## config.mk

```make
export PLATFORM = sky130hd
export DESIGN_NAME = dmtr_regs
export DESIGN_NICKNAME = d
export VERILOG_FILES = /design/src/rtl/dmtr_pkg.sv /design/src/rtl/dmtr_reg8.sv /design/src/rtl/dmtr_tune_hold.sv /design/src/rtl/dmtr_regs.sv
export SDC_FILE = /design/constraint.sdc
export NUM_CORES = 1
export LEC_CHECK = 0
export BUFFER_PORTS_ARGS = -buffer_cell sky130_fd_sc_hd__buf_2
export CELL_PAD_IN_SITES_DETAIL_PLACEMENT = 0
export CELL_PAD_IN_SITES_GLOBAL_PLACEMENT = 1
export CORE_MARGIN = 4
export CORE_UTILIZATION = 40
export DETAILED_ROUTE_END_ITERATION = 12
export PLACE_DENSITY = 0.76
export SKIP_LAST_GASP = 1
export SLEW_MARGIN = 20
export SYNTH_ARGS = -nofsm -noshare
export SYNTH_HDL_FRONTEND = slang
export SYNTH_SLANG_ARGS = --single-unit
```

## constraint.sdc

```tcl
create_clock -name clk_sys_in -period 2.25 [get_ports clk_sys_in]
set_input_delay 0.675 -clock clk_sys_in [delete_from_list [all_inputs] [get_ports clk_sys_in]]
set_output_delay 0.675 -clock clk_sys_in [all_outputs]
set_load 0.02 [all_outputs]
```

## src/rtl/dmtr_pkg.sv

```systemverilog
// dmtr_pkg: constants and carrier types for the modulator tuning register bank.
// assumes an I2C control port elsewhere decodes transfers into one-cycle
// register read and write strobes on clk_sys_in.
// How it works
// - bit 7 of 0x12 zeroes the left primary a0 coefficient when set, reset 0.
// - bits 6, 5, 4 of 0x12 zero the left primary b1, b2, b3 coefficients, reset 0.
// - bits 3 to 0 of 0x12 zero the right primary a0, b1, b2, b3 coefficients, reset 0.
// - bits 7 to 4 of 0x14 zero the left secondary a0, b1, b2, b3 coefficients, reset 0.
// - bits 3 to 0 of 0x14 zero the right secondary a0, b1, b2, b3 coefficients, reset 0.
// - bit 7 of 0x13 selects the left primary local loop gain, reset 0.
// - bit 5 of 0x13 selects the left primary upper bit count, reset 0.
// - bit 3 of 0x13 selects the right primary local loop gain, reset 0.
// - bit 1 of 0x13 selects the right primary upper bit count, reset 0.
// - bit 7 of 0x15 selects the left secondary local loop gain, reset 0.
// - bit 5 of 0x15 selects the left secondary upper bit count, reset 0.
// - bit 3 of 0x15 selects the right secondary local loop gain, reset 0.
// - bit 1 of 0x15 selects the right secondary upper bit count, reset 0.
// - 0x16 holds a two-bit supply detector hysteresis in bits 1-0 resetting to 1, upper bits 0.
package dmtr_pkg;

  localparam int unsigned ADDR_W = 8;
  localparam int unsigned DATA_W = 8;
  localparam int unsigned NUM_REGS = 5;

  localparam logic [ADDR_W-1:0] PRI_COEFF_ZERO_OFS = 8'h12;
  localparam logic [ADDR_W-1:0] PRI_LOOP_GAIN_OFS  = 8'h13;
  localparam logic [ADDR_W-1:0] SEC_COEFF_ZERO_OFS = 8'h14;
  localparam logic [ADDR_W-1:0] SEC_LOOP_GAIN_OFS  = 8'h15;
  localparam logic [ADDR_W-1:0] NEG_HYST_OFS       = 8'h16;

  localparam logic [DATA_W-1:0] PRI_COEFF_ZERO_RST = 8'h00;
  localparam logic [DATA_W-1:0] PRI_LOOP_GAIN_RST  = 8'h00;
  localparam logic [DATA_W-1:0] SEC_COEFF_ZERO_RST = 8'h00;
  localparam logic [DATA_W-1:0] SEC_LOOP_GAIN_RST  = 8'h00;
  localparam logic [DATA_W-1:0] NEG_HYST_RST       = 8'h01;
  localparam logic [DATA_W-1:0] UNMAPPED_READ      = 8'h00;

  // field positions
  localparam int unsigned LEFT_A0_BIT  = 7;
  localparam int unsigned LEFT_B1_BIT  = 6;
  localparam int unsigned LEFT_B2_BIT  = 5;
  localparam int unsigned LEFT_B3_BIT  = 4;
  localparam int unsigned RIGHT_A0_BIT = 3;
  localparam int unsigned RIGHT_B1_BIT = 2;
  localparam int unsigned RIGHT_B2_BIT = 1;
  localparam int unsigned RIGHT_B3_BIT = 0;
  localparam int unsigned LEFT_GAIN_BIT  = 7;
  localparam int unsigned LEFT_UPPER_BIT = 5;
  localparam int unsigned RIGHT_GAIN_BIT = 3;
  localparam int unsigned RIGHT_UPPER_BIT = 1;
  localparam int unsigned HYST_LSB = 0;
  localparam int unsigned HYST_MSB = 1;

  // register write strobe from the control port
  typedef struct packed {
    logic              wr_en;
    logic [ADDR_W-1:0] addr;
    logic [DATA_W-1:0] wdata;
  } dmtr_wr_s;

  // per-modulator tuning, as seen by one modulator
  typedef struct packed {
    logic a0_zero;
    logic b1_zero;
    logic b2_zero;
    logic b3_zero;
    logic loop_gain;
    logic upper_bits;
  } dmtr_mod_s;

  // all four modulators plus the detector hysteresis
  typedef struct packed {
    dmtr_mod_s left_pri;
    dmtr_mod_s right_pri;
    dmtr_mod_s left_sec;
    dmtr_mod_s right_sec;
    logic [1:0] neg_detect_hysteresis;
  } dmtr_tune_s;

endpackage : dmtr_pkg

```

## src/rtl/dmtr_reg8.sv

```systemverilog
// dmtr_reg8: one 8-bit read/write register with its own reset value.
// assumes write strobe and decode come from the same clock domain.
`timescale 1ns/1ns
module dmtr_reg8 #(
  parameter logic [7:0] RST_VAL = 8'h00
) (
  // clock and reset
  input  wire logic       clk_sys_in,
  input  wire logic       rst_n_in,
  // write side
  input  wire logic       wr_sel_in,
  input  wire logic [7:0] wdata_in,
  // stored value
  output logic      [7:0] q_out
);

  always_ff @(posedge clk_sys_in) begin
    if (!rst_n_in) begin
      q_out <= RST_VAL;
    end else if (wr_sel_in) begin
      // reserved bits are stored as written too
      q_out <= wdata_in;
    end
  end

endmodule : dmtr_reg8

```

## src/rtl/dmtr_tune_hold.sv

```systemverilog
// dmtr_tune_hold: holds the tuning word seen by the modulators.
// assumes sample_strobe_in is a one-cycle pulse on clk_sys_in that marks
// the start of each modulator sample.
`timescale 1ns/1ns
module dmtr_tune_hold (
  // clock and reset
  input  wire logic                 clk_sys_in,
  input  wire logic                 rst_n_in,
  // update control
  input  wire logic                 sample_strobe_in,
  input  wire dmtr_pkg::dmtr_tune_s tune_in,
  input  wire dmtr_pkg::dmtr_tune_s tune_rst_in,
  // held tuning
  output dmtr_pkg::dmtr_tune_s      tune_out
);

  // the modulators must never see a setting change mid-sample, so the
  // register value is copied only on the sample boundary
  always_ff @(posedge clk_sys_in) begin
    if (!rst_n_in) begin
      tune_out <= tune_rst_in;
    end else if (sample_strobe_in) begin
      tune_out <= tune_in;
    end
  end

endmodule : dmtr_tune_hold

```

## src/rtl/dmtr_regs.sv

```systemverilog
// dmtr_regs: tuning register bank for the delta-sigma modulators.
// assumes the control port delivers decoded single-cycle read and write
// strobes on clk_sys_in; the modulators sample the tuning outputs.
`timescale 1ns/1ns
module dmtr_regs (
  // clock and reset
  input  wire logic                        clk_sys_in,
  input  wire logic                        rst_n_in,
  // register access from the control port
  input  wire dmtr_pkg::dmtr_wr_s          wr_in,
  input  wire logic                        rd_en_in,
  input  wire logic [dmtr_pkg::ADDR_W-1:0] rd_addr_in,
  output logic      [dmtr_pkg::DATA_W-1:0] rdata_out,
  output logic                             rd_hit_out,
  // modulator sample boundary
  input  wire logic                        sample_strobe_in,
  // tuning to the modulators and the supply detector
  output dmtr_pkg::dmtr_tune_s             tune_out
);

  localparam logic [dmtr_pkg::ADDR_W-1:0] OFS [dmtr_pkg::NUM_REGS] = '{
    dmtr_pkg::PRI_COEFF_ZERO_OFS, dmtr_pkg::PRI_LOOP_GAIN_OFS,
    dmtr_pkg::SEC_COEFF_ZERO_OFS, dmtr_pkg::SEC_LOOP_GAIN_OFS,
    dmtr_pkg::NEG_HYST_OFS};
  localparam logic [dmtr_pkg::DATA_W-1:0] RST [dmtr_pkg::NUM_REGS] = '{
    dmtr_pkg::PRI_COEFF_ZERO_RST, dmtr_pkg::PRI_LOOP_GAIN_RST,
    dmtr_pkg::SEC_COEFF_ZERO_RST, dmtr_pkg::SEC_LOOP_GAIN_RST,
    dmtr_pkg::NEG_HYST_RST};

  localparam int unsigned IDX_PCZ = 0;
  localparam int unsigned IDX_PLG = 1;
  localparam int unsigned IDX_SCZ = 2;
  localparam int unsigned IDX_SLG = 3;
  localparam int unsigned IDX_HYS = 4;

  logic [dmtr_pkg::DATA_W-1:0] regs [dmtr_pkg::NUM_REGS];
  dmtr_pkg::dmtr_tune_s        live_tune;
  dmtr_pkg::dmtr_tune_s        rst_tune;
  logic [dmtr_pkg::DATA_W-1:0] next_rdata;
  logic                        next_hit;

  // one-hot decode, used for both write and read
  function automatic logic [dmtr_pkg::NUM_REGS-1:0] decode(
    input logic [dmtr_pkg::ADDR_W-1:0] a);
    logic [dmtr_pkg::NUM_REGS-1:0] sel;
    sel = '0;
    for (int i = 0; i < dmtr_pkg::NUM_REGS; i++) begin
      sel[i] = (a == OFS[i]);
    end
    return sel;
  endfunction : decode

  // unpack coefficient-zero and gain registers into one modulator view
  function automatic dmtr_pkg::dmtr_mod_s unpack(
    input logic [dmtr_pkg::DATA_W-1:0] cz,
    input logic [dmtr_pkg::DATA_W-1:0] lg,
    input logic                        left);
    dmtr_pkg::dmtr_mod_s m;
    if (left) begin
      m.a0_zero    = cz[dmtr_pkg::LEFT_A0_BIT];
      m.b1_zero    = cz[dmtr_pkg::LEFT_B1_BIT];
      m.b2_zero    = cz[dmtr_pkg::LEFT_B2_BIT];
      m.b3_zero    = cz[dmtr_pkg::LEFT_B3_BIT];
      m.loop_gain  = lg[dmtr_pkg::LEFT_GAIN_BIT];
      m.upper_bits = lg[dmtr_pkg::LEFT_UPPER_BIT];
    end else begin
      m.a0_zero    = cz[dmtr_pkg::RIGHT_A0_BIT];
      m.b1_zero    = cz[dmtr_pkg::RIGHT_B1_BIT];
      m.b2_zero    = cz[dmtr_pkg::RIGHT_B2_BIT];
      m.b3_zero    = cz[dmtr_pkg::RIGHT_B3_BIT];
      m.loop_gain  = lg[dmtr_pkg::RIGHT_GAIN_BIT];
      m.upper_bits = lg[dmtr_pkg::RIGHT_UPPER_BIT];
    end
    return m;
  endfunction : unpack

  logic [dmtr_pkg::NUM_REGS-1:0] wr_sel;
  assign wr_sel = wr_in.wr_en ? decode(wr_in.addr) : '0;

  // all five registers are plain read/write with a reset value
  genvar g;
  generate
    for (g = 0; g < dmtr_pkg::NUM_REGS; g++) begin : g_reg
      dmtr_reg8 #(
        .RST_VAL (RST[g])
      ) u_reg (
        .clk_sys_in (clk_sys_in),
        .rst_n_in   (rst_n_in),
        .wr_sel_in  (wr_sel[g]),
        .wdata_in   (wr_in.wdata),
        .q_out      (regs[g])
      );
    end
  endgenerate

  // primary modulators: coefficient zero and loop control
  assign live_tune.left_pri  = unpack(regs[IDX_PCZ], regs[IDX_PLG], 1'b1);
  assign live_tune.right_pri = unpack(regs[IDX_PCZ], regs[IDX_PLG], 1'b0);
  // secondary modulators
  assign live_tune.left_sec  = unpack(regs[IDX_SCZ], regs[IDX_SLG], 1'b1);
  assign live_tune.right_sec = unpack(regs[IDX_SCZ], regs[IDX_SLG], 1'b0);
  assign live_tune.neg_detect_hysteresis =
    regs[IDX_HYS][dmtr_pkg::HYST_MSB:dmtr_pkg::HYST_LSB];

  // the held copy resets to the same values as the registers
  assign rst_tune.left_pri  = unpack(dmtr_pkg::PRI_COEFF_ZERO_RST,
                                     dmtr_pkg::PRI_LOOP_GAIN_RST, 1'b1);
  assign rst_tune.right_pri = unpack(dmtr_pkg::PRI_COEFF_ZERO_RST,
                                     dmtr_pkg::PRI_LOOP_GAIN_RST, 1'b0);
  assign rst_tune.left_sec  = unpack(dmtr_pkg::SEC_COEFF_ZERO_RST,
                                     dmtr_pkg::SEC_LOOP_GAIN_RST, 1'b1);
  assign rst_tune.right_sec = unpack(dmtr_pkg::SEC_COEFF_ZERO_RST,
                                     dmtr_pkg::SEC_LOOP_GAIN_RST, 1'b0);
  assign rst_tune.neg_detect_hysteresis =
    dmtr_pkg::NEG_HYST_RST[dmtr_pkg::HYST_MSB:dmtr_pkg::HYST_LSB];

  dmtr_tune_hold u_hold (
    .clk_sys_in       (clk_sys_in),
    .rst_n_in         (rst_n_in),
    .sample_strobe_in (sample_strobe_in),
    .tune_in          (live_tune),
    .tune_rst_in      (rst_tune),
    .tune_out         (tune_out)
  );

  // read mux; an unmapped offset reads zero and drops the hit flag
  always_comb begin
    logic [dmtr_pkg::NUM_REGS-1:0] rsel;
    rsel       = decode(rd_addr_in);
    next_rdata = dmtr_pkg::UNMAPPED_READ;
    next_hit   = 1'b0;
    for (int i = 0; i < dmtr_pkg::NUM_REGS; i++) begin
      if (rsel[i]) begin
        next_rdata = regs[i];
        next_hit   = 1'b1;
      end
    end
  end

  // read data is registered and held until the next read
  always_ff @(posedge clk_sys_in) begin
    if (!rst_n_in) begin
      rdata_out  <= dmtr_pkg::UNMAPPED_READ;
      rd_hit_out <= 1'b0;
    end else if (rd_en_in) begin
      rdata_out  <= next_rdata;
      rd_hit_out <= next_hit;
    end
  end

endmodule : dmtr_regs

```

# Word level (Yosys, flattened, before mapping)
# Index checks and enable logic that the tools add are counted.
dict set report op_classes {
  addsub 0
  multipliers 0
  div_mod_pow 0
  magnitude_cmp 0
  n_eq_ne 10
  shifts 0
  n_mux 11
  bitwise 0
  reduce_logical 0
}
# cell count
set op_table {}
lappend op_table {{$eq 8x5->1 const B} 10}
lappend op_table {{$mux 8} 5}
lappend op_table {{$mux 1} 5}
lappend op_table {{$mux 5} 1}
dict set report totals {
  regBits 75
  latch_bits 0
  ramBits 0
  mem_bits_ro 0
  inputBits 29
  word_cells 53
  memories 0
}

# Depth between registers and ports, before layout
# Gate-level depths: netlist of run 1.
dict set report logic_depth {
  word_depth 6
  ltp_mapped 6
  ltp_nobuf 4
}

# Modules after synthesis
# A second synthesis of run 1 with hierarchy kept.
dict set report hier_totals {
  hier_cells 322
  hier_area_um2 3707.3
}
# module n_inst cells_each area_each_um2
set by_module_without_submodules {}
lappend by_module_without_submodules {{dmtr_reg8 at g_reg[0].u_reg ...} 4 25 301.5}
lappend by_module_without_submodules {dmtr_tune_hold 1 56 1202.4}
lappend by_module_without_submodules {dmtr_regs 1 141 999.7}
lappend by_module_without_submodules {{dmtr_reg8 at g_reg[4].u_reg} 1 25 299.0}

# Worst setup path after synthesis of run 1
# No wires, ideal clock.
dict set report synth_timing {
  path_type {input to register}
  from {input rd_addr_in[0] in the netlist's numbering}
  to {register rdata_out[1] in the netlist's numbering}
  t_arrival_ns 1.710
  slack_ns 0.417
  cell_stages 6
  path_cell_list {nand2b_1 > buf_6 > or4_1 > buf_2 > o21ai_1 > o21ai_1}
}
dict set report synth_via {
  elab_chain_len 6
  elab_cells_between_ends 10
  cone_classes {5 x eq/ne; 5 x mux}
}
# item line
set synth_rtl {}
lappend synth_rtl {{start, declared} dmtr_regs.sv:12} ;# input wire logic [dmtr_pkg::ADDR_W-1:0] rd_addr_in,
lappend synth_rtl {{$eq 8x5->1} dmtr_regs.sv:48} ;# sel[i] = (a == OFS[i]);
lappend synth_rtl {{$mux 8 (4 in series)} dmtr_regs.sv:133} ;# if (rsel[i]) begin
lappend synth_rtl {{$mux 8 *} dmtr_regs.sv:133}
lappend synth_rtl {{end signal, assigned} dmtr_regs.sv:143} ;# rdata_out <= dmtr_pkg::UNMAPPED_READ;
lappend synth_rtl {{end signal, assigned} dmtr_regs.sv:146} ;# rdata_out <= next_rdata;
lappend synth_rtl {{end, declared} dmtr_regs.sv:13} ;# output logic [dmtr_pkg::DATA_W-1:0] rdata_out,
# Every way passes the cells marked *; elsewhere a longest branch is shown, timed or not.
# A chain may end at the register's enable or synchronous reset.

# Worst setup path after layout of run 1
# Same ends and word-level chain as after synthesis.

==> results of run 1 <==
synth_stat cells, drive strengths merged:
cell type	count	share of area [%]
a311oi	8	2.3
nand4bb	1	0.37
nand2b	2	0.41
o21ai	55	9.0
nand2	36	4.4
and4bb	1	0.41
nand3	40	6.6
nor2	25	3.1
clkbuf	17	2.1
and4b	3	0.98
mux2i	35	11
dfxtp	75	49
nand4	3	0.62
or4	1	0.25
buf	12	2.1
o211ai	1	0.25
nor4b	1	0.29
nor2b	30	6.2
how the worst max path moves through the flow:
stage | slack (ns) | cells past startpoint | start | to
after global placement | 0.31 | 5 | rd_addr_in[0] | rdata_out[1]
after detailed placement | 0.29 | 5 | rd_addr_in[0] | rdata_out[1]
final | 0.62 | 5 | rd_addr_in[0] | rdata_out[1]
after global routing | 0.58 | 5 | rd_addr_in[0] | rdata_out[1]
after floorplan | 0.42 | 6 | rd_addr_in[0] | rdata_out[1]
after CTS | 0.64 | 5 | rd_addr_in[0] | rdata_out[1]
stage by stage:
stage          hold slack, ns  area, µm²  instances  utilization, %
2_1_floorplan           0.438       3050        346               -
3_3_place_gp            0.419       3480        491            47.4
3_5_place_dp            0.426       3480        491            47.4
4_1_cts                 0.438       3700        507            50.5
5_1_grt                 0.472       3700        507            50.5
6_report                0.433       3700        507            50.5
kinds of logic (layout without fill, tap and decap cells):
logic type	count (synthesis)	after routing	share of synthesized area (%)
AND/OR/NAND/NOR	143	143	23.5
multiplexers	35	35	11.5
buffers and inverters	29	91	4.18
AO/OA/AOI/OAI	64	64	11.6
flip-flops	75	75	49.2
power by group through the flow:
stage | sequential, µW | clock [µW] | combinational (µW)
global placement | 1360 | 0 | 152
CTS | 1330 | 1180 | 153
floorplan | 1360 | 0 | 91.1
finish | 1330 | 1140 | 153
detailed placement | 1360 | 0 | 152
global route | 1330 | 1240 | 167
state kept, by name, indices dropped and copies added, names as in the netlist:
signal and flops:
u_hold.tune_out 26, rd_hit_out 1, g.u_reg.q_out 40, rdata_out 8
worst max-delay path, cell delays in order:
cell and delay, ns:
buf_2 0.09, buf_4 0.21, nor2b_1 0.54, a311oi_1 0.24
o21ai_1 0.16
layer usage:
metal	part of all wire (%)	up-vias	GRT usage [%]	wire [µm]
met5	0	-	0	0
met4	1.4	0	5.29	108
met3	6.8	7	6.71	505
met2	45	76	26.1	3330
met1	47	1133	24.0	3500
li1	-	1317	-	-
cell type report:
| type | count | area [µm²] |
|---|---|---|
| fillers | 727 | 3630 |
| flip-flops and latches | 75 | 1500 |
| multi-input cells | 242 | 1420 |
| repair buffers | 75 | 430 |
| clock buffers | 10 | 138 |
| well taps | 99 | 124 |
| clock inverters | 6 | 88.8 |
==> flow_summary.toml, run 1 <==
[grt]
grt_pass1_vias = 2420
grt_max_degree = 92
antenna_found_initial = 0
grt-ovfl-total = 0
grt_usage_pct = 17.7
grt_pass1_wl_um = 12200

[timing]
rsz0062_at_grt = "no"
maxSlewViolCount = 0
period_minus_slack_ns = 1.63
fmax_mhz = 612
fin_crit_sh_pct = 72.6
finalSetupTns_ns = 0
max_slew.worst_pin.slew_ns = 0.612
setup_violations = 0
finalHoldViolations = 0
clock_skew_ns = 0.00960
fin_ws_ns = 0.616
max_slew_margin_pct = 59.1

[synth]
yosysSeqAreaShare_pct = 49.2
syn_inst = 346
ys_ff_latch = 75
syn-cell-area_um2 = 3050
syn_avg_cell_area_um2 = 8.82
synth_fp_nets = 375
ys_types = 20
yosys_warnings = 0

[routing]
drtIter0Drc = 90
dr.pass1.iters = 4
via_count = 2533
drt-total-wl_um = 7450
ant_nets = 0
vias_per_cell = 5.00
wl_per_cell_um = 14.7
route.detailed.drc = 0

[clock_network]
clk_pin_slew_ns = 0.08
cts_setup_buffers = 0
numCtsBuffers = 9
clockBufferDepth = 2
clock_latency_ns = 0.34
cts.sinks = 75
htreeDepth = 3
hold_buffers = 0
ctsResizeCount = 0
root_buffer = "clkbuf_8"
cts_tree = "built"

[critical_path]
worst_r2r_endpoint = "rdata_out[1]"
r2r_slack_ns = 1.13
cp_data_required_time_ns = 2.53
rr_worst_depth = 4
critPathKind = "in -> reg"
startpoint_type = "primary input"
worst_ep_arrival_time_ns = 1.92
worstSetupEndpointType = "flop"
reg2reg_from = "g_reg[2].u_reg.q_out[1]"
critPathMaxFanout = 10

[floorplanning]
chipHeight_um = 95.3
io_pins = 64
dieArea_um2 = 9090
rows = 31
start_util_pct = 41.6
coreArea_um2 = 7330
fp.dieW_um = 95.3

[hold_path]
hold_end = "rd_hit_out"
hp-start = "rd_hit_out"
hp-class = "reg -> reg"
hold_depth = 2

[pwr]
power_leakage_uw = 0.00152
swShare_pct = 22.0
fin_total_pwr_uw = 2620
seqPwrFrac_pct = 50.7
switchingPower_uw = 577
p_per_area_nw_per_um2 = 707
ir_drop_mv = 0.406
comb_power_share_pct = 5.8
p_int_uw = 2040
clockPowerShare_pct = 43.5

[final_layout]
mostFrequentLayoutCell = "dfxtp_1"
nets = 432
syn_to_final_growth_pct = 21.4
layout_common_cells = "dfxtp_1 (75), buf_2 (63), o21ai_1 (55), nand3_1 (40), nand2_1 (36)"
num_antenna_cells = 0
drive_gt1_share_pct = 22.5

[placed_design]
pre_cts_ws_ns = 0.293
place_congestion = 0.800
io_buffers = 63
place_hpwl_um = 5370

[flow_run]
drv_cap = 0

[outcome]
status = "complete, no violations"
Note: power is estimated with default switching activity, not from simulation.
==> inputs of run 2 (changes only) <==
- CORE_UTILIZATION: 40 -> 36
- PLACE_DENSITY: 0.76 -> 0.72
- clock period: 2.25 -> 1.4 ns (I/O delays scaled with it)
==> run 2 against run 1 <==
Net effect: non-clock buffer count is 4 higher; via count rose by 1.2%; hold slack worse by 0.084 ns; sequential share of layout area decreased by 0.57 points; global-route usage down 1.7 points; sequential power grew 61%; clock power up 25%; largest cell class unchanged; largest power group unchanged.
==> flow_summary.toml, run 2 (synthesis results as in run 1) <==
[outcome]
status = "complete, no violations"

[clock_network]
clock_latency_ns = 0.34
cts_setup_buffers = 0
cts.sinks = 75
root_buffer = "clkbuf_8"
clockBufferDepth = 2
cts_tree = "built"
clk_pin_slew_ns = 0.07
ctsResizeCount = 0
numCtsBuffers = 9
hold_buffers = 0
htreeDepth = 3

[routing]
dr.pass1.iters = 4
route.detailed.drc = 0
via_count = 2564
wl_per_cell_um = 15.0
vias_per_cell = 5.00
drtIter0Drc = 96
ant_nets = 0
drt-total-wl_um = 7700

[timing]
finalHoldViolations = 0
fin_crit_sh_pct = 91.9
max_slew_margin_pct = 63.4
maxSlewViolCount = 0
max_slew.worst_pin.slew_ns = 0.548
fmax_mhz = 777
setup_violations = 0
rsz0062_at_grt = "no"
period_minus_slack_ns = 1.29
clock_skew_ns = 0.00664

[floorplanning]
rows = 33
start_util_pct = 37.1
coreArea_um2 = 8220
chipHeight_um = 100
fp.dieW_um = 100
dieArea_um2 = 10000
io_pins = 64

[final_layout]
mostFrequentLayoutCell = "dfxtp_1"
num_antenna_cells = 0
fill_cells = 817
finalCoreUtilization_pct = 45.7
syn_to_final_growth_pct = 23.1
nets = 436
drive_gt1_share_pct = 24.8
largest_reg_flops = 40
top_register = "g.u_reg.q_out"
layout_common_cells = "dfxtp_1 (75), buf_2 (63), o21ai_1 (55), nand2_1 (36), mux2i_1 (35)"
fin_cells = 513
reg_top3 = "g.u_reg.q_out x40, u_hold.tune_out x26, rdata_out x8"

[placed_design]
place_congestion = 0.836
place_hpwl_um = 5760
dp_cells = 501
io_buffers = 63

[pwr]
p_per_area_nw_per_um2 = 1010
ir_drop_mv = 0.434
power_leakage_uw = 0.00154

[critical_path]
critPathMaxFanout = 2
slowest_delay_ns = 0.35
cp_data_required_time_ns = 0.98
path_delay_family = "flip-flops"
worstSetupEndpointType = "output port"
path_cells = "buf_2"
r2r_slack_ns = 0.34
startpoint_type = "flop"
worst_ep_arrival_time_ns = 0.87
critPathKind = "reg -> out"
crit_slowest_cell = "dfxtp_1"
path_buf_inv = 1

[grt]
grt-ovfl-total = 0
grt_pass1_wl_um = 12800
grt_max_degree = 59
antenna_found_initial = 0
grt_pass1_vias = 2506
grt_usage_pct = 16.0

[hold_path]
hp-class = "in -> reg"

[flow_run]
drv_cap = 0
==> run 2: cell type report <==
type / count / area [µm²] / share of cell area (%)
repair buffers: 79 / 498 / 13.3
flip-flops and latches: 75 / 1500 / 40.0
multi-input cells: 242 / 1470 / 39.1
well taps: 105 / 131 / 3.50
clock buffers: 12 / 155 / 4.13
==> run 2: routing by layer <==
metal  wire length [µm]  track usage [%]  part of all wire [%]
met5                  0                0                     0
met2               3130             22.0                    41
met4                136             7.25                   1.8
met3                494             3.20                   6.4
met1               3940             23.9                    51
==> run 2: power breakdown <==
| group | internal [µW] | switching, µW | leakage, µW |
|---|---|---|---|
| clock network | 703 | 714 | 0.0000803 |
| logic | 110 | 148 | 0.000851 |
| registers | 2130 | 1.79 | 0.000604 |
==> run 2: through the flow <==
stage	cell area (µm²)	worst slack, ns	hold WS [ns]	TNS (ns)	total power (µW)
detailed placement	3600	-0.237	0.433	-3.51	2440
floorplan	3150	-0.171	0.435	-1.32	2340
global placement	3600	-0.157	0.423	-2.53	2440
finish	3760	0.113	0.350	0	3810
global route	3760	0.0750	0.360	0	3940
CTS	3750	0.0954	0.337	0	3850
==> run 2: worst paths after layout <==
| path | start | end | cells after the start |
|---|---|---|---|
| setup / recovery | u_hold.tune_out[5] | tune_out[5] | 1 |
| hold / removal | wr_in[2] | g_reg[2].u_reg.q_out[2] | 3 |
| setup reg to reg | g_reg[2].u_reg.q_out[6] | rdata_out[6] | 4 |
| hold reg to reg | rd_hit_out | rd_hit_out | 2 |
